### src/hdl/uart_rx_pkg.sv
// Purpose: Shared constants, types and helpers of the serial receive path
// Assumes: 10 MHz system clock, frames sent LSB first
// Notes:   Buffer depth follows the two-character receive buffer
package uart_rx_pkg;

  // ----------------------------------------------------------------
  // Buffer shape
  // ----------------------------------------------------------------
  localparam int RX_BUF_DEPTH = 2;
  localparam int RX_WORD_W    = 12;

  // ----------------------------------------------------------------
  // Character size codes and bit counts
  // ----------------------------------------------------------------
  localparam logic [2:0] SIZE_NINE  = 3'h7;
  localparam logic [3:0] BITS_BASE  = 4'h5;
  localparam logic [3:0] BITS_EIGHT = 4'h8;
  localparam logic [3:0] BITS_NINE  = 4'h9;
  localparam logic [8:0] DATA_ONES  = 9'h1FF;

  // ----------------------------------------------------------------
  // Reset values
  // ----------------------------------------------------------------
  localparam logic [3:0] CNT_RST   = 4'h0;
  localparam logic [8:0] SHIFT_RST = 9'h000;
  localparam logic       FLAG_RST  = 1'b0;
  localparam logic       LEVEL_RST = 1'b1;

  // ----------------------------------------------------------------
  // Types
  // ----------------------------------------------------------------
  typedef enum logic [1:0] {
    ST_IDLE   = 2'b00,
    ST_DATA   = 2'b01,
    ST_PARITY = 2'b10,
    ST_STOP   = 2'b11
  } rx_state_t;

  typedef struct packed {
    logic [8:0] data;
    logic       frame_err;
    logic       overrun;
    logic       parity_err;
  } rx_word_t;

  typedef struct packed {
    logic       receiver_enable;
    logic       sync_mode;
    logic [2:0] char_size_select;
    logic       parity_enable;
    logic       parity_odd_select;
    logic       rx_complete_irq_enable;
  } rx_cfg_t;

  // Data bits per character; reserved codes fall back to eight
  function automatic logic [3:0] char_bits(input logic [2:0] size);
    logic [3:0] n;
    n = BITS_EIGHT;
    if (size == SIZE_NINE) begin
      n = BITS_NINE;
    end else if (size[2] == 1'b0) begin
      n = BITS_BASE + {2'b00, size[1:0]};
    end
    return n;
  endfunction

endpackage

### src/hdl/uart_receive_buffer_status.sv
// Purpose: Serial receive path from pin to buffered data and status
// Assumes: Async bit sampling and start qualification come from outside
// Notes:   Error flags have no write path, so software writes cannot touch them
`timescale 1ns/1ps
module uart_receive_buffer_status (
  // Clock and reset
  input  wire logic                 clk_in,
  input  wire logic                 rstn_in,
  // Configuration
  input  wire uart_rx_pkg::rx_cfg_t cfg_in,
  input  wire logic                 global_irq_enable_in,
  // Serial side
  input  wire logic                 rx_pin_in,
  input  wire logic                 ext_sync_clock_in,
  input  wire logic                 start_valid_in,
  input  wire logic                 sample_tick_in,
  // Processor side
  input  wire logic                 data_read_in,
  output logic               [7:0]  rx_data_port_out,
  output logic                      rx_ninth_bit_out,
  output logic                      frame_error_flag_out,
  output logic                      overrun_flag_out,
  output logic                      parity_error_flag_out,
  output logic                      rx_complete_flag_out,
  output logic                      rx_complete_irq_out,
  // Pin ownership and activity
  output logic                      pin_override_out,
  output logic                      rx_busy_out
);

  // ----------------------------------------------------------------
  // Declarations
  // ----------------------------------------------------------------
  uart_rx_pkg::rx_state_t state_q;
  uart_rx_pkg::rx_state_t state_d;
  uart_rx_pkg::rx_word_t  hold_word_q;
  uart_rx_pkg::rx_word_t  push_word;
  uart_rx_pkg::rx_word_t  head_word;

  logic [8:0] shift_q;
  logic [3:0] bit_cnt_q;
  logic [3:0] frame_bits_q;
  logic       par_bit_q;
  logic       par_en_q;
  logic       par_odd_q;
  logic       discard_q;
  logic       hold_q;
  logic       pend_ovr_q;
  logic       enable;
  logic       rx_level;
  logic       xck_rise;
  logic       bit_strobe;
  logic       start_seen;
  logic       start_take;
  logic       ovr_event;
  logic       stop_take;
  logic       capture;
  logic       fifo_ready;
  logic       fifo_valid;
  logic       push;
  logic       flush;
  logic [8:0] aligned;
  logic       par_err;
  logic [11:0] fifo_out;

  // ----------------------------------------------------------------
  // Pin conditioning
  // ----------------------------------------------------------------
  rx_pin_sync u_rx_sync (
    .clk_in    (clk_in),
    .rstn_in   (rstn_in),
    .pin_in    (rx_pin_in),
    .level_out (rx_level),
    .rise_out  ()
  );

  rx_pin_sync u_xck_sync (
    .clk_in    (clk_in),
    .rstn_in   (rstn_in),
    .pin_in    (ext_sync_clock_in),
    .level_out (),
    .rise_out  (xck_rise)
  );

  assign enable           = cfg_in.receiver_enable;
  assign pin_override_out = enable;
  assign flush            = !enable;

  // Bits are taken on the rate strobe or on the external clock edge
  assign bit_strobe = cfg_in.sync_mode ? xck_rise : sample_tick_in;

  // In sync mode a low line at the clock edge is the start bit
  assign start_seen = cfg_in.sync_mode ? (xck_rise && !rx_level) : start_valid_in;
  assign start_take = enable && (state_q == uart_rx_pkg::ST_IDLE) && start_seen;

  // Buffer full and a character still parked in the shifter
  assign ovr_event = start_take && hold_q && !fifo_ready;

  // ----------------------------------------------------------------
  // Frame sequencer
  // ----------------------------------------------------------------
  always_comb begin
    state_d = state_q;
    unique case (state_q)
      uart_rx_pkg::ST_IDLE: begin
        if (start_take) begin
          state_d = uart_rx_pkg::ST_DATA;
        end
      end
      uart_rx_pkg::ST_DATA: begin
        if (bit_strobe && (bit_cnt_q == frame_bits_q - 4'h1)) begin
          state_d = par_en_q ? uart_rx_pkg::ST_PARITY : uart_rx_pkg::ST_STOP;
        end
      end
      uart_rx_pkg::ST_PARITY: begin
        if (bit_strobe) begin
          state_d = uart_rx_pkg::ST_STOP;
        end
      end
      uart_rx_pkg::ST_STOP: begin
        // Back to idle after the first stop bit; a second one is never sampled
        if (bit_strobe) begin
          state_d = uart_rx_pkg::ST_IDLE;
        end
      end
    endcase
    if (!enable) begin
      state_d = uart_rx_pkg::ST_IDLE;
    end
  end

  always_ff @(posedge clk_in or negedge rstn_in) begin
    if (!rstn_in) begin
      state_q <= uart_rx_pkg::ST_IDLE;
    end else begin
      state_q <= state_d;
    end
  end

  assign stop_take = enable && (state_q == uart_rx_pkg::ST_STOP) && bit_strobe;
  assign capture   = stop_take && !discard_q;
  assign rx_busy_out = (state_q != uart_rx_pkg::ST_IDLE);

  // ----------------------------------------------------------------
  // Frame format latched at start
  // ----------------------------------------------------------------
  // Latching keeps a mid-frame setting change from splitting a frame
  always_ff @(posedge clk_in or negedge rstn_in) begin
    if (!rstn_in) begin
      frame_bits_q <= uart_rx_pkg::BITS_EIGHT;
      par_en_q     <= uart_rx_pkg::FLAG_RST;
      par_odd_q    <= uart_rx_pkg::FLAG_RST;
      discard_q    <= uart_rx_pkg::FLAG_RST;
    end else if (start_take) begin
      frame_bits_q <= uart_rx_pkg::char_bits(cfg_in.char_size_select);
      par_en_q     <= cfg_in.parity_enable;
      par_odd_q    <= cfg_in.parity_odd_select;
      discard_q    <= ovr_event;
    end
  end

  // ----------------------------------------------------------------
  // Shift register and bit counter
  // ----------------------------------------------------------------
  always_ff @(posedge clk_in or negedge rstn_in) begin
    if (!rstn_in) begin
      shift_q   <= uart_rx_pkg::SHIFT_RST;
      bit_cnt_q <= uart_rx_pkg::CNT_RST;
    end else if (start_take || !enable) begin
      shift_q   <= uart_rx_pkg::SHIFT_RST;
      bit_cnt_q <= uart_rx_pkg::CNT_RST;
    end else if ((state_q == uart_rx_pkg::ST_DATA) && bit_strobe) begin
      shift_q   <= {rx_level, shift_q[8:1]};
      bit_cnt_q <= bit_cnt_q + 4'h1;
    end
  end

  always_ff @(posedge clk_in or negedge rstn_in) begin
    if (!rstn_in) begin
      par_bit_q <= uart_rx_pkg::FLAG_RST;
    end else if ((state_q == uart_rx_pkg::ST_PARITY) && bit_strobe) begin
      par_bit_q <= rx_level;
    end
  end

  // LSB-first bits pile up at the top; right-align clears unused bits
  assign aligned = shift_q >> (uart_rx_pkg::BITS_NINE - frame_bits_q);

  // Even parity expects a zero sum, odd parity a one
  assign par_err = par_en_q && ((^aligned ^ par_bit_q) != par_odd_q);

  // ----------------------------------------------------------------
  // Holding stage between shifter and buffer
  // ----------------------------------------------------------------
  // The held word stands for the shifter contents while the buffer is full
  always_ff @(posedge clk_in or negedge rstn_in) begin
    if (!rstn_in) begin
      hold_q <= uart_rx_pkg::FLAG_RST;
    end else if (!enable) begin
      hold_q <= uart_rx_pkg::FLAG_RST;
    end else if (capture) begin
      hold_q <= 1'b1;
    end else if (push) begin
      hold_q <= 1'b0;
    end
  end

  always_ff @(posedge clk_in or negedge rstn_in) begin
    if (!rstn_in) begin
      hold_word_q <= '0;
    end else if (capture) begin
      hold_word_q.data       <= aligned & uart_rx_pkg::DATA_ONES;
      hold_word_q.frame_err  <= !rx_level;
      hold_word_q.overrun    <= 1'b0;
      hold_word_q.parity_err <= par_err;
    end
  end

  // Lost frames are reported on the next word to enter the buffer
  always_ff @(posedge clk_in or negedge rstn_in) begin
    if (!rstn_in) begin
      pend_ovr_q <= uart_rx_pkg::FLAG_RST;
    end else if (!enable) begin
      pend_ovr_q <= uart_rx_pkg::FLAG_RST;
    end else if (ovr_event) begin
      pend_ovr_q <= 1'b1;
    end else if (push) begin
      pend_ovr_q <= 1'b0;
    end
  end

  always_comb begin
    push_word         = hold_word_q;
    push_word.overrun = pend_ovr_q;
  end

  assign push = hold_q && fifo_ready && enable;

  // ----------------------------------------------------------------
  // Receive buffer
  // ----------------------------------------------------------------
  rx_fifo #(
    .WIDTH (uart_rx_pkg::RX_WORD_W),
    .DEPTH (uart_rx_pkg::RX_BUF_DEPTH)
  ) u_rx_buf (
    .clk_in        (clk_in),
    .rstn_in       (rstn_in),
    .flush_in      (flush),
    .in_valid_in   (hold_q && enable),
    .in_ready_out  (fifo_ready),
    .in_data_in    (push_word),
    .out_valid_out (fifo_valid),
    .out_ready_in  (data_read_in),
    .out_data_out  (fifo_out)
  );

  assign head_word = uart_rx_pkg::rx_word_t'(fifo_out);

  // ----------------------------------------------------------------
  // Processor view
  // ----------------------------------------------------------------
  // Status and ninth bit belong to the head frame; a data read moves on
  assign rx_data_port_out      = head_word.data[7:0];
  assign rx_ninth_bit_out      = head_word.data[8];
  assign frame_error_flag_out  = fifo_valid && head_word.frame_err;
  assign overrun_flag_out      = fifo_valid && head_word.overrun;
  assign parity_error_flag_out = fifo_valid && head_word.parity_err;
  assign rx_complete_flag_out  = fifo_valid;

  // Only the complete flag reaches the request line
  assign rx_complete_irq_out = fifo_valid
                            && cfg_in.rx_complete_irq_enable
                            && global_irq_enable_in;

endmodule

### src/hdl/rx_pin_sync.sv
// Purpose: Three-stage synchroniser with agreement filter for one pin
// Assumes: Pin is asynchronous to clk_in
// Notes:   Level changes only when the second and third stages agree
`timescale 1ns/1ps
module rx_pin_sync (
  // Clock and reset
  input  wire logic clk_in,
  input  wire logic rstn_in,
  // Pin side
  input  wire logic pin_in,
  // Filtered view
  output logic      level_out,
  output logic      rise_out
);

  logic s1_q;
  logic s2_q;
  logic s3_q;
  logic level_q;
  logic rise_q;

  // First stage is read by the second stage only
  always_ff @(posedge clk_in or negedge rstn_in) begin
    if (!rstn_in) begin
      s1_q <= uart_rx_pkg::LEVEL_RST;
      s2_q <= uart_rx_pkg::LEVEL_RST;
      s3_q <= uart_rx_pkg::LEVEL_RST;
    end else begin
      s1_q <= pin_in;
      s2_q <= s1_q;
      s3_q <= s2_q;
    end
  end

  always_ff @(posedge clk_in or negedge rstn_in) begin
    if (!rstn_in) begin
      level_q <= uart_rx_pkg::LEVEL_RST;
      rise_q  <= uart_rx_pkg::FLAG_RST;
    end else begin
      rise_q <= (s2_q == s3_q) && s3_q && !level_q;
      if (s2_q == s3_q) begin
        level_q <= s3_q;
      end
    end
  end

  assign level_out = level_q;
  assign rise_out  = rise_q;

endmodule

### src/hdl/rx_fifo.sv
// Purpose: Flip-flop FIFO with valid/ready on both sides and flush
// Assumes: Single clock; flush has priority over push and pop
// Notes:   Head word is a flop read through an index
`timescale 1ns/1ps
module rx_fifo #(
  parameter int WIDTH = uart_rx_pkg::RX_WORD_W,
  parameter int DEPTH = uart_rx_pkg::RX_BUF_DEPTH
) (
  // Clock and reset
  input  wire logic             clk_in,
  input  wire logic             rstn_in,
  input  wire logic             flush_in,
  // Fill side
  input  wire logic             in_valid_in,
  output logic                  in_ready_out,
  input  wire logic [WIDTH-1:0] in_data_in,
  // Drain side
  output logic                  out_valid_out,
  input  wire logic             out_ready_in,
  output logic      [WIDTH-1:0] out_data_out
);

  localparam int AW = (DEPTH > 1) ? $clog2(DEPTH) : 1;

  logic [WIDTH-1:0] mem_q [DEPTH];
  logic [AW-1:0]    wr_q;
  logic [AW-1:0]    rd_q;
  logic [AW:0]      cnt_q;
  logic             push;
  logic             pop;

  assign in_ready_out  = (cnt_q != (AW+1)'(DEPTH));
  assign out_valid_out = (cnt_q != '0);
  assign push          = in_valid_in && in_ready_out;
  assign pop           = out_valid_out && out_ready_in;
  assign out_data_out  = mem_q[rd_q];

  always_ff @(posedge clk_in) begin
    if (push) begin
      mem_q[wr_q] <= in_data_in;
    end
  end

  always_ff @(posedge clk_in or negedge rstn_in) begin
    if (!rstn_in) begin
      wr_q  <= '0;
      rd_q  <= '0;
      cnt_q <= '0;
    end else if (flush_in) begin
      wr_q  <= '0;
      rd_q  <= '0;
      cnt_q <= '0;
    end else begin
      if (push) begin
        wr_q <= (wr_q == AW'(DEPTH-1)) ? '0 : wr_q + AW'(1);
      end
      if (pop) begin
        rd_q <= (rd_q == AW'(DEPTH-1)) ? '0 : rd_q + AW'(1);
      end
      cnt_q <= cnt_q + (AW+1)'(push) - (AW+1)'(pop);
    end
  end

endmodule

### config.mk
export PLATFORM = sky130hd
export DESIGN_NAME = uart_receive_buffer_status
export DESIGN_NICKNAME = d
export VERILOG_FILES = /design/src/hdl/uart_rx_pkg.sv /design/src/hdl/uart_receive_buffer_status.sv /design/src/hdl/rx_pin_sync.sv /design/src/hdl/rx_fifo.sv
export SDC_FILE = /design/constraint.sdc
export NUM_CORES = 1
export LEC_CHECK = 0
export BUFFER_PORTS_ARGS = -buffer_cell sky130_fd_sc_hd__buf_4
export CORE_MARGIN = 2
export CORE_UTILIZATION = 45
export DETAILED_ROUTE_END_ITERATION = 12
export PLACE_DENSITY = 0.61
export SLEW_MARGIN = 20
export SYNTH_ARGS = -nofsm -noshare
export SYNTH_HDL_FRONTEND = slang
export SYNTH_SLANG_ARGS = --single-unit
### constraint.sdc
create_clock -name clk_in -period 7.54 [get_ports clk_in]
set_clock_uncertainty 0.2 [all_clocks]
set_input_delay 1.131 -clock clk_in [delete_from_list [all_inputs] [get_ports clk_in]]
set_output_delay 1.131 -clock clk_in [all_outputs]
set_load 0.02 [all_outputs]
# Yosys cells after proc, flatten, opt, wreduce, memory -nomap -nowiden
# Memories as Yosys holds them, arrays and structs flattened.
# Cells that the tools add are included.
[word_totals]
memories = 1
latchBits = 0
ff_bits = 49
input_bits = 16
word_cells = 118
mem_bits_rw = 24
mem_bits_ro = 0
[mem_list]
columns = ["name", "depth", "width", "read_ports", "rd_clocked_by_memory_dff", "write_ports", "line", "source"]
rows = [
  ["u_rx_buf.mem_q", 2, 12, 1, 0, 1, "rx_fifo.sv:25", "logic [WIDTH-1:0] mem_q [DEPTH];"],
]
[classes]
muxes = 29
shift = 1
order_cmp = 0
n_eq_ne = 17
n_div = 0
n_reduce_logical = 36
n_addsub = 8
bitwise_logic = 1
n_mul = 0
[ops]
columns = ["operator", "count"]
rows = [
  ["logical AND 1 bit", 24],
  ["two-way mux 9 bit", 2],
  ["two-way mux 1 bit", 16],
  ["two-way mux 4 bit", 4],
  ["two-way mux 2 bit", 6],
  ["!= test 3 bit (second input constant)", 4],
  ["XOR reduction 9 bit", 1],
  [">> shifter 9 x 4 -> 9 bit", 1],
  ["one-hot mux 2 bit (4 select lines)", 1],
  ["!= test 3 x 1 -> 1 bit (second input constant)", 2],
  ["nonzero test 2 bit", 3],
  ["zero test 1 bit", 5],
  ["adder 3 x 2 -> 4 bit (first input constant)", 1],
  ["adder 4 x 1 -> 4 bit (second input constant)", 1],
  ["equality test 2 bit (second input constant)", 2],
  ["equality test 4 bit", 1],
  ["!= test 2 x 1 -> 1 bit (second input constant)", 2],
  ["AND reduction 4 bit", 1],
  ["subtractor 4 x 1 -> 4 bit (second input constant)", 1],
  ["subtractor 4 bit (first input constant)", 1],
  ["equality test 3 bit (second input constant)", 1],
  ["adder 1 bit (second input constant)", 2],
  ["adder 2 x 1 -> 2 bit", 1],
  ["equality test 1 bit", 2],
  ["other kinds (7)", 7],
]

# Depth between registers and ports, before layout
# Gate-level depths: netlist (run 1).
[logic_depth]
ltp_word = 8
depth_mapped = 11
depth_no_buf = 9

# Cells and area by module
# A second synthesis (run 1) with hierarchy kept.
[hier_totals]
cells_unflattened = 310
hier_area_um2 = 3629.7
[modules_own_cells]
columns = ["mod", "area_each_um2", "n_inst", "seq_area_each_um2", "cells_each"]
rows = [
  ["uart_receive_buffer_status", 2192.1, 1, 902.1, 232],
  ["rx_fifo", 1109.8, 1, 820.8, 62],
  ["rx_pin_sync", 163.9, 2, 130.1, 8],
]

# Least setup slack after synthesis (run 1)
# Ideal clock, no wire load.
[synth_timing]
path_type = "input to register"
startpoint = "input port cfg_in[7] (netlist name)"
endpoint = "memory u_rx_buf.mem_q[0][0] (netlist name) (enable)"
path_stages = 4
path_slack_ps = 4735
t_arrival_ps = 2223
n_path_buf = 1
cell_sequence = "clkbuf_1 -> nand2_1 -> a21oi_1 -> nor2b_1"
[synth_via]
elab_chain_cells = 4
[synth_lines]
columns = ["element", "line", "source"]
rows = [
  ["from (decl)", "uart_receive_buffer_status.sv:10", "input wire uart_rx_pkg::rx_cfg_t cfg_in,"],
  ["logical AND 1 bit", "uart_receive_buffer_status.sv:249", ".in_valid_in (hold_q && enable),"],
  ["logical AND 1 bit", "rx_fifo.sv:34", "assign push = in_valid_in && in_ready_out;"],
  ["two-way mux 1 bit", "rx_fifo.sv:39", "if (push) begin"],
  ["two-way mux 1 bit (not written as such)", "rx_fifo.sv:40", "mem_q[wr_q] <= in_data_in;"],
  ["to (decl)", "rx_fifo.sv:25", ""],
]
# Every way passes these cells.

# Final worst setup path (run 1)
[layout_timing]
startpoint = "register frame_bits_q[1]"
endpoint = "register hold_word_q[0] (netlist name)"
[layout_via]
elab_chain_cells = 6
[layout_lines]
columns = ["element", "line", "source"]
rows = [
  ["from (decl)", "uart_receive_buffer_status.sv:42", "logic [3:0] frame_bits_q;"],
  ["from (signal assigned)", "uart_receive_buffer_status.sv:150", "frame_bits_q <= uart_rx_pkg::BITS_EIGHT;"],
  ["from (signal assigned)", "uart_receive_buffer_status.sv:155", "frame_bits_q <= uart_rx_pkg::char_bits(cfg_in.char_size_select);"],
  ["subtractor 4 bit", "uart_receive_buffer_status.sv:187", "assign aligned = shift_q >> (uart_rx_pkg::BITS_NINE - frame_bits_q);"],
  [">> shifter 9 x 4 -> 9 bit", "uart_receive_buffer_status.sv:187", ""],
  ["XOR reduction 9 bit", "uart_receive_buffer_status.sv:190", "assign par_err = par_en_q && ((^aligned ^ par_bit_q) != par_odd_q);"],
  ["XOR 1 bit", "uart_receive_buffer_status.sv:190", ""],
  ["!= test 1 bit", "uart_receive_buffer_status.sv:190", ""],
  ["logical AND 1 bit", "uart_receive_buffer_status.sv:190", ""],
  ["to (decl)", "uart_receive_buffer_status.sv:36", "uart_rx_pkg::rx_word_t hold_word_q;"],
]
# Every way passes these cells.
# A chain may end at the register's enable or synchronous reset.

==> flow_summary.rst, run 1 <==
.. list-table::
   :header-rows: 1

   * - Metric
     - Value
   * - Min Hold Slack
     - 160 ps
   * - Worst setup path category
     - reg -> reg
   * - Met3 Resource Use GR
     - 3.29%
   * - Post-detailed-routing wire length
     - 6030 um
   * - Share of async-settable or async-resettable flops after synthesis
     - 67.1%
   * - Post-detailed-route count of antenna-violating nets
     - 0
   * - Top Ports
     - 32
   * - Placed wire-length estimate after detailed placement
     - 4160 um
   * - Slew at the pin closest to its max-slew limit
     - 983 ps
   * - Lkg Pwr
     - 1.63 nW
   * - Busiest layer in global routing
     - met2
   * - Placement Cell Area
     - 3790 um2
   * - Bufs on Longest Clock Path
     - 2
   * - Top achievable clock speed
     - 329 MHz
   * - Arrival time of data at the critical path endpoint
     - 3090 ps
   * - Post-layout power
     - 0.00118 W
   * - WL/cell
     - 13.8 um
   * - Final sum of negative setup slack
     - 0 ps
   * - Count of instances resized after the clock tree is built
     - 0
   * - Count of H-tree levels built during CTS
     - 3
   * - Leading cell type in the layout, fill and taps excluded
     - sky130_fd_sc_hd__nand2_1
   * - Internal power summed over all cells
     - 0.000759 W
   * - Count of clock tree sinks
     - 73
   * - Reg power frac
     - 42.6%
   * - Post-Place Cells
     - 422
   * - Net count of the mapped netlist
     - 328
   * - DR iter-0 viols
     - 79
   * - Die extent in y
     - 92.2 um
   * - Max Cap Violations
     - 0
   * - Leftover overflow at the end of global routing
     - 0
   * - Switching power
     - 0.000425 W
   * - Overall global routing resource usage
     - 15.5%
   * - Crit-path leading delay family
     - XOR/XNOR gates
   * - Final instance area
     - 3980 um2
   * - Number of nets at the end of the flow
     - 358
   * - Part of the Yosys area used for sequential elements
     - 55.9%
   * - Count of final setup violators
     - 0
   * - Switching part of the total power
     - 35.9%
   * - Top fanout value on the critical path
     - 16
   * - First-pass GRT wire length
     - 10200 um
   * - Chip width
     - 92.2 um
   * - Share of final-layout standard cells stronger than drive strength 1
     - 23.5%
   * - Final period demand of the worst path
     - 3040 ps
   * - Library cell contributing the largest single delay on the critical path
     - sky130_fd_sc_hd__dfrtp_1
   * - Setup crit end kind
     - register
   * - Result of the run
     - complete, no violations
   * - Post-synthesis instance area
     - 3500 um2
   * - IO buf count
     - 31
   * - Post-synthesis register bit count
     - 73
   * - Core Area
     - 7650 um2
   * - Synth unique cells
     - 49
   * - Worst-case headroom to the max-slew limit
     - 34.4%
   * - Unrepaired setup endpoints after global routing
     - no
   * - Count of vias placed by the detailed router
     - 2202
   * - Worst path required time
     - 7590 ps
   * - Cells along the critical path
     - inv_1 > ha_1 > xnor2_1 > mux2i_1 > o21ai_1 > xnor2_1 > xnor2_1 > xnor3_1 > o31ai_2
   * - Period utilisation layout
     - 40.4%
   * - Num CTS Buffers
     - 9
   * - Maximum number of pins on one net before global-route repair
     - 50
   * - DRC errors left
     - 0
   * - Final RePlAce weighted congestion
     - 0.802
   * - Path class of the lowest-slack min-delay path
     - reg -> reg
   * - Count of flip-flops with a built-in enable after synthesis
     - 24
   * - Max VDD drop
     - 0.156 mV
   * - Setup fix buffers added after clock tree synthesis
     - 0
   * - Met1 capacity usage during global routing
     - 19.9%
   * - Row count
     - 32
   * - Via count of the first global-routing pass
     - 2153
   * - Proportion of power drawn by combinational gates
     - 33.2%
   * - Die Area
     - 8500 um2
   * - Commonest cells after routing, fill and taps aside
     - 45 x sky130_fd_sc_hd__nand2_1, 40 x sky130_fd_sc_hd__dfrtp_1, 31 x sky130_fd_sc_hd__buf_4
   * - Antenna diodes
     - 0
   * - Number of hold violations in the final report
     - 0
   * - Post-cts hold buffer count
     - 0
   * - Cell at the root of the clock tree
     - sky130_fd_sc_hd__clkbuf_8
   * - Layout overhead on the synthesized area
     - 13.7%
   * - Top FF cell, synth
     - sky130_fd_sc_hd__dfrtp_1
   * - CTS tree
     - built
   * - Delay of the slowest cell on the worst path
     - 700 ps
   * - Detailed-route vias per instance
     - 5.03
   * - Power density of the placed cells
     - 297 nW/um2
   * - Number of optimization iterations in the first detailed-route pass
     - 4
   * - Cell with the most instances on the worst path
     - sky130_fd_sc_hd__xnor2_1
   * - Average cell area after synthesis
     - 11.6 um2
   * - Met2 Track Usage GR
     - 24.9%
   * - Final instance count without filler cells
     - 438
   * - Later-pin clock latency in the skew report
     - 360 ps
   * - Kind of start point of the critical path
     - register
   * - Worst path bufs/invs
     - 1
   * - Synth Instances
     - 301
   * - Power share of the clock group
     - 24.2%
   * - Initial antenna violation count
     - 0
   * - Clock slew at reported path FFs
     - 90 ps
   * - Initial standard-cell utilization of the core
     - 45.8%
   * - Final Max Tran Viols
     - 0
   * - Count of warnings emitted by yosys
     - 0
[final cells by class]
class / instances / area [um2]
clock buffer: 9 / 124
clock inverter: 7 / 62.6
fill: 689 / 3670
inverter: 13 / 48.8
multi-input combinational: 203 / 1430
sequential: 73 / 1960
tap: 102 / 128
timing repair buffer: 31 / 233
[Yosys cell counts, types with 4 or more instances]
cell type,n,area (um2)
sky130_fd_sc_hd__dfrtp_1,40,1000
sky130_fd_sc_hd__edfxtp_1,24,721
sky130_fd_sc_hd__clkbuf_1,6,22.5
sky130_fd_sc_hd__xnor2_1,13,114
sky130_fd_sc_hd__nand2_1,45,169
sky130_fd_sc_hd__mux2_2,15,169
sky130_fd_sc_hd__ha_1,11,138
sky130_fd_sc_hd__a21oi_1,17,85.1
sky130_fd_sc_hd__inv_1,13,48.8
sky130_fd_sc_hd__o21ai_0,16,80.1
sky130_fd_sc_hd__buf_4,4,30.0
sky130_fd_sc_hd__and2_1,5,31.3
sky130_fd_sc_hd__dfstp_2,9,236
sky130_fd_sc_hd__xor2_1,6,52.6
sky130_fd_sc_hd__nor2_1,17,63.8
sky130_fd_sc_hd__nor2b_1,7,43.8
sky130_fd_sc_hd__mux2i_1,10,100
sky130_fd_sc_hd__a22o_1,4,35.0
[stage by stage]
stage	setup slack (ps)	utilization, %
global route	4250	52.0
finish	4500	52.0
CTS	4470	52.0
global placement	4560	49.6
detailed placement	4530	49.6
floorplan	4740	-
[cell families (layout without fill, tap and decap cells)]
kind of cell / after synthesis / after routing / synth area share (%)
compound gates: 53 / 53 / 9.61
fa+ha+maj: 12 / 12 / 4.22
flops: 73 / 73 / 55.9
simple gates: 89 / 89 / 11.5
buf+inv: 25 / 60 / 3.32
xor+xnor: 20 / 20 / 5.40
mux: 29 / 29 / 10.0
[state kept, by name, indices dropped and copies added, names as in the netlist, 2 cells and up]
register	flops
bit_cnt_q	4
u_rx_buf.cnt_q	2
shift_q	9
u_rx_buf.mem_q	24
state_q	2
frame_bits_q	4
hold_word_q	11
[worst reg2reg max path, delay by kind of cell, from the launching register on]
kind | cells | cell delay, ps
xor+xnor | 4 | 1050
flops | 1 | 700
fa+ha+maj | 1 | 270
compound gates | 2 | 270
mux | 1 | 250
buf+inv | 1 | 200
[layer usage]
| layer | vias up | part of all wire [%] |
|---|---|---|
| met2 | 41 | 47 |
| li1 | 1112 | - |
| met3 | 6 | 4.0 |
| met4 | 0 | 1.2 |
| met5 | - | 0 |
| met1 | 1043 | 48 |
[worst paths after layout]
| path | startpoint | end | slack [ps] | depth (start not counted) |
|---|---|---|---|---|
| max | frame_bits_q[1]$_DFFE_PN0P_ | hold_word_q[0]$_DFFE_PN0P_ | 4500 | 9 |
| min | u_xck_sync.s1_q$_DFF_PN1_ | u_xck_sync.s2_q$_DFF_PN1_ | 160 | 0 |
| max reg2reg | frame_bits_q[1]$_DFFE_PN0P_ | hold_word_q[0]$_DFFE_PN0P_ | 4500 | 9 |
| min reg2reg | u_xck_sync.s1_q$_DFF_PN1_ | u_xck_sync.s2_q$_DFF_PN1_ | 160 | 0 |
| max in group asynchronous | rstn_in | state_q[0]$_DFFE_PN0P_ | 6140 | 1 |
| min in group asynchronous | rstn_in | shift_q[6]$_DFFE_PN0P_ | 580 | 1 |
[power groups by stage]
stage	Clock, W	Combinational [W]	Sequential [W]
final	0.000287	0.000393	0.000504
after global routing	0.000316	0.000435	0.000513
after CTS	0.000298	0.000397	0.000506
after detailed placement	0	0.000392	0.000513
after global placement	0	0.000391	0.000511
after floorplan	0	0.000345	0.000475
Power figures use the tool's default switching activity.
==> run 2: changes to the inputs <==
--- a/config.mk
+++ b/config.mk
@@ -9,7 +9,7 @@
 export CORE_MARGIN = 2
 export CORE_UTILIZATION = 45
 export DETAILED_ROUTE_END_ITERATION = 12
-export PLACE_DENSITY = 0.61
+export PLACE_DENSITY = 0.64
 export SLEW_MARGIN = 20
 export SYNTH_ARGS = -nofsm -noshare
 export SYNTH_HDL_FRONTEND = slang
==> constraint.sdc (replaced) <==
create_clock -name clk_in -period 2.5 [get_ports clk_in]
set_clock_uncertainty 0.2 [all_clocks]
set_input_delay 0.375 -clock clk_in [delete_from_list [all_inputs] [get_ports clk_in]]
set_output_delay 0.375 -clock clk_in [all_outputs]
set_load 0.02 [all_outputs]
==> flow_summary.rst, run 2 (synthesis results as in run 1) <==
.. list-table::
   :header-rows: 1

   * - Metric
     - Value
   * - Top fanout value on the critical path
     - 4 (was 16)
   * - Count of final setup violators
     - 0 (unchanged)
   * - Worst path required time
     - 2560 ps (was 7590 ps)
   * - Placement-stage worst setup slack
     - 13.8 ps (was 4530 ps)
   * - Lkg Pwr
     - 1.77 nW (was 1.63 nW)
   * - Endpoint of the most critical register-to-register path
     - hold_word_q[0]$_DFFE_PN0P_ (unchanged)
   * - Core Area
     - 7650 um2 (unchanged)
   * - Placed wire-length estimate after detailed placement
     - 4410 um (was 4160 um)
   * - Internal power summed over all cells
     - 0.00265 W (was 0.000759 W)
   * - Cell depth of the worst hold path
     - 3 (was 0)
   * - Unrepaired setup endpoints after global routing
     - yes (was no)
   * - Maximum number of pins on one net before global-route repair
     - 50 (unchanged)
   * - Worst-case headroom to the max-slew limit
     - 54.6% (was 34.4%)
   * - Chip width
     - 92.2 um (unchanged)
   * - Die extent in y
     - 92.2 um (unchanged)
   * - Overall global routing resource usage
     - 16.4% (was 15.5%)
   * - Max Cap Violations
     - 0 (unchanged)
   * - Min Hold Slack
     - 25.0 ps (was 160 ps)
   * - Share of final-layout standard cells stronger than drive strength 1
     - 28.9% (was 23.5%)
   * - CTS tree
     - built (unchanged)
   * - IO buf count
     - 31 (unchanged)
   * - Reg power frac
     - 37.1% (was 42.6%)
   * - Later-pin clock latency in the skew report
     - 350 ps (was 360 ps)
   * - Die Area
     - 8500 um2 (unchanged)
   * - Number of optimization iterations in the first detailed-route pass
     - 4 (unchanged)
   * - Switching power
     - 0.00130 W (was 0.000425 W)
   * - DR iter-0 viols
     - 74 (was 79)
   * - Leading cell type in the layout, fill and taps excluded
     - sky130_fd_sc_hd__buf_4 (was sky130_fd_sc_hd__nand2_1)
   * - Final Max Tran Viols
     - 0 (unchanged)
   * - DRC errors left
     - 0 (unchanged)
   * - Period utilisation layout
     - 99.8% (was 40.4%)
   * - Largest registers
     - u_rx_buf.mem_q x24, hold_word_q x11, shift_q x9 (unchanged)
   * - Clock slew at reported path FFs
     - 80 ps (was 90 ps)
   * - Slew at the pin closest to its max-slew limit
     - 680 ps (was 983 ps)
   * - Post-layout worst setup margin
     - 4.48 ps (was 4500 ps)
   * - Cells along the critical path
     - buf_4 > mux2_4 > a22o_4 > xnor2_1 > or3_1 > a21boi_2 > xnor3_1 > o31ai_2 (was inv_1 > ha_1 > xnor2_1 > mux2i_1 > o21ai_1 > xnor2_1 > xnor2_1 > xnor3_1 > o31ai_2)
   * - Worst path bufs/invs
     - 1 (unchanged)
   * - Reg-to-reg startpoint
     - frame_bits_q[1]$_DFFE_PN0P_ (unchanged)
   * - Leftover overflow at the end of global routing
     - 0 (unchanged)
   * - Path class of the lowest-slack min-delay path
     - in -> reg (was reg -> reg)
   * - Bufs on Longest Clock Path
     - 2 (unchanged)
   * - Final period demand of the worst path
     - 2500 ps (was 3040 ps)
   * - Number of nets at the end of the flow
     - 382 (was 358)
   * - Count of clock tree sinks
     - 73 (unchanged)
   * - Cell at the root of the clock tree
     - sky130_fd_sc_hd__clkbuf_8 (unchanged)
   * - Detailed-route vias per instance
     - 5.02 (was 5.03)
   * - Final RePlAce weighted congestion
     - 0.798 (was 0.802)
   * - Result of the run
     - complete, no violations (unchanged)
   * - Post-detailed-routing wire length
     - 6370 um (was 6030 um)
   * - Power density of the placed cells
     - 938 nW/um2 (was 297 nW/um2)
   * - Worst setup path category
     - reg -> reg (unchanged)
   * - Switching part of the total power
     - 33.0% (was 35.9%)
   * - First-pass GRT wire length
     - 10700 um (was 10200 um)
   * - Initial standard-cell utilization of the core
     - 45.8% (unchanged)
   * - Final-layout fill cell count
     - 670 (was 689)
   * - Internal reg-to-reg setup slack
     - 4 ps (was 4500 ps)
   * - Initial antenna violation count
     - 0 (unchanged)
   * - Number of flip-flops in the largest register
     - 24 (unchanged)
   * - Num CTS Buffers
     - 9 (unchanged)
   * - Layout overhead on the synthesized area
     - 20.5% (was 13.7%)
   * - Arrival time of data at the critical path endpoint
     - 2560 ps (was 3090 ps)
   * - Antenna diodes
     - 0 (unchanged)
   * - Reg2Reg Depth
     - 8 (was 9)
   * - Commonest cells after routing, fill and taps aside
     - 52 x sky130_fd_sc_hd__buf_4, 45 x sky130_fd_sc_hd__nand2_1, 39 x sky130_fd_sc_hd__dfrtp_1 (was 45 x sky130_fd_sc_hd__nand2_1, 40 x sky130_fd_sc_hd__dfrtp_1, 31 x sky130_fd_sc_hd__buf_4)
   * - Top Ports
     - 32 (unchanged)
   * - Row count
     - 32 (unchanged)
   * - Library cell contributing the largest single delay on the critical path
     - sky130_fd_sc_hd__dfrtp_1 (unchanged)
   * - Worst Hold Path EP
     - par_en_q$_DFFE_PN0P_ (was u_xck_sync.s2_q$_DFF_PN1_)
   * - Crit-path leading delay family
     - compound AO/OA/AOI/OAI gates (was XOR/XNOR gates)
   * - Post-detailed-route count of antenna-violating nets
     - 0 (unchanged)
   * - Delay of the slowest cell on the worst path
     - 430 ps (was 700 ps)
   * - Count of H-tree levels built during CTS
     - 3 (unchanged)
   * - Register containing the most flip-flops in the final layout
     - u_rx_buf.mem_q (unchanged)
   * - Critical hold path startpoint
     - cfg_in[2] (was u_xck_sync.s1_q$_DFF_PN1_)
   * - Number of hold violations in the final report
     - 0 (unchanged)
   * - Util after Layout
     - 55.2% (was 52.0%)
   * - Setup crit end kind
     - register (unchanged)
   * - Top achievable clock speed
     - 401 MHz (was 329 MHz)
   * - Count of vias placed by the detailed router
     - 2320 (was 2202)
   * - Max VDD drop
     - 0.405 mV (was 0.156 mV)
   * - Kind of start point of the critical path
     - register (unchanged)
   * - Proportion of power drawn by combinational gates
     - 36.5% (was 33.2%)
   * - Via count of the first global-routing pass
     - 2304 (was 2153)
   * - Power share of the clock group
     - 26.4% (was 24.2%)
   * - WL/cell
     - 13.8 um (about the same)
## run 2: cell count changes in the layout (fill, tap and decap cells not counted), sizes merged
cell / delta
buf: +21
bufinv: +2
clkinv: -2
clkinvlp: +1
dlygate4sd3: +3
inv: -1
## run 2: worst max-delay path by stage
stage / start / end / slack (ps) / cells past startpoint
detailed placement: frame_bits_q[1]$_DFFE_PN0P_ / hold_word_q[0]$_DFFE_PN0P_ / 10 / 7
global route: frame_bits_q[1]$_DFFE_PN0P_ / hold_word_q[0]$_DFFE_PN0P_ / -100 / 8
global placement: frame_bits_q[1]$_DFFE_PN0P_ / hold_word_q[0]$_DFFE_PN0P_ / 60 / 7
floorplan: frame_bits_q[1]$_DFFE_PN0P_ / hold_word_q[0]$_DFFE_PN0P_ / 50 / 9
CTS: shift_q[3]$_DFFE_PN0P_ / hold_word_q[0]$_DFFE_PN0P_ / 10 / 8
finish: frame_bits_q[1]$_DFFE_PN0P_ / hold_word_q[0]$_DFFE_PN0P_ / 4 / 8
## run 2: what timing repair did
item,in CTS,in global routing
pin swaps,1,4
resized for setup,1,3
setup endpoints to repair,1,1
hold buffers,3,0
endpoints found under the hold margin,42,0
setup buffers,5,0
## run 2: stage by stage
| step | total power (W) | cells | cell area (um2) | TNS (ps) |
|---|---|---|---|---|
| 6_report | 0.00396 | 462 | 4220 | 0 |
| 5_1_grt | 0.00420 | 462 | 4220 | -100 |
| 4_1_cts | 0.00399 | 462 | 4220 | 0 |
| 3_5_place_dp | 0.00284 | 438 | 3920 | 0 |
| 3_3_place_gp | 0.00281 | 438 | 3920 | 0 |
| 2_1_floorplan | 0.00249 | 301 | 3510 | 0 |
## run 2: tightest hold or removal path: cells and delay by family
kind	cells	cell delay, ps
compound gates	1	60
buf+inv	1	80
simple gates	1	30
## run 2: area by class of cell
cell class / count / area, um2 / area share [%]
Sequential cell: 73 / 1960 / 46.5
Multi-Input combinational cell: 203 / 1440 / 34.1
Timing Repair Buffer: 55 / 420 / 9.97
Tap cell: 102 / 128 / 3.03
Clock buffer: 9 / 124 / 2.94
Clock inverter: 7 / 101 / 2.40
Inverter: 13 / 48.8 / 1.16
## run 2: routing by layer
metal	up-vias	share of wire, %	global-route usage (%)
met1	1119	47	21.0
met3	10	3.1	4.03
met4	0	1.9	7.21
met2	36	48	26.3
met5	-	0	0
li1	1155	-	-
## run 2: power groups by stage
stage	combinational (W)	sequential [W]	clock, W
after global placement	0.00131	0.00150	0
after CTS	0.00144	0.00147	0.00107
after detailed placement	0.00133	0.00151	0
after global routing	0.00158	0.00149	0.00113
final	0.00145	0.00147	0.00104
after floorplan	0.00106	0.00143	0
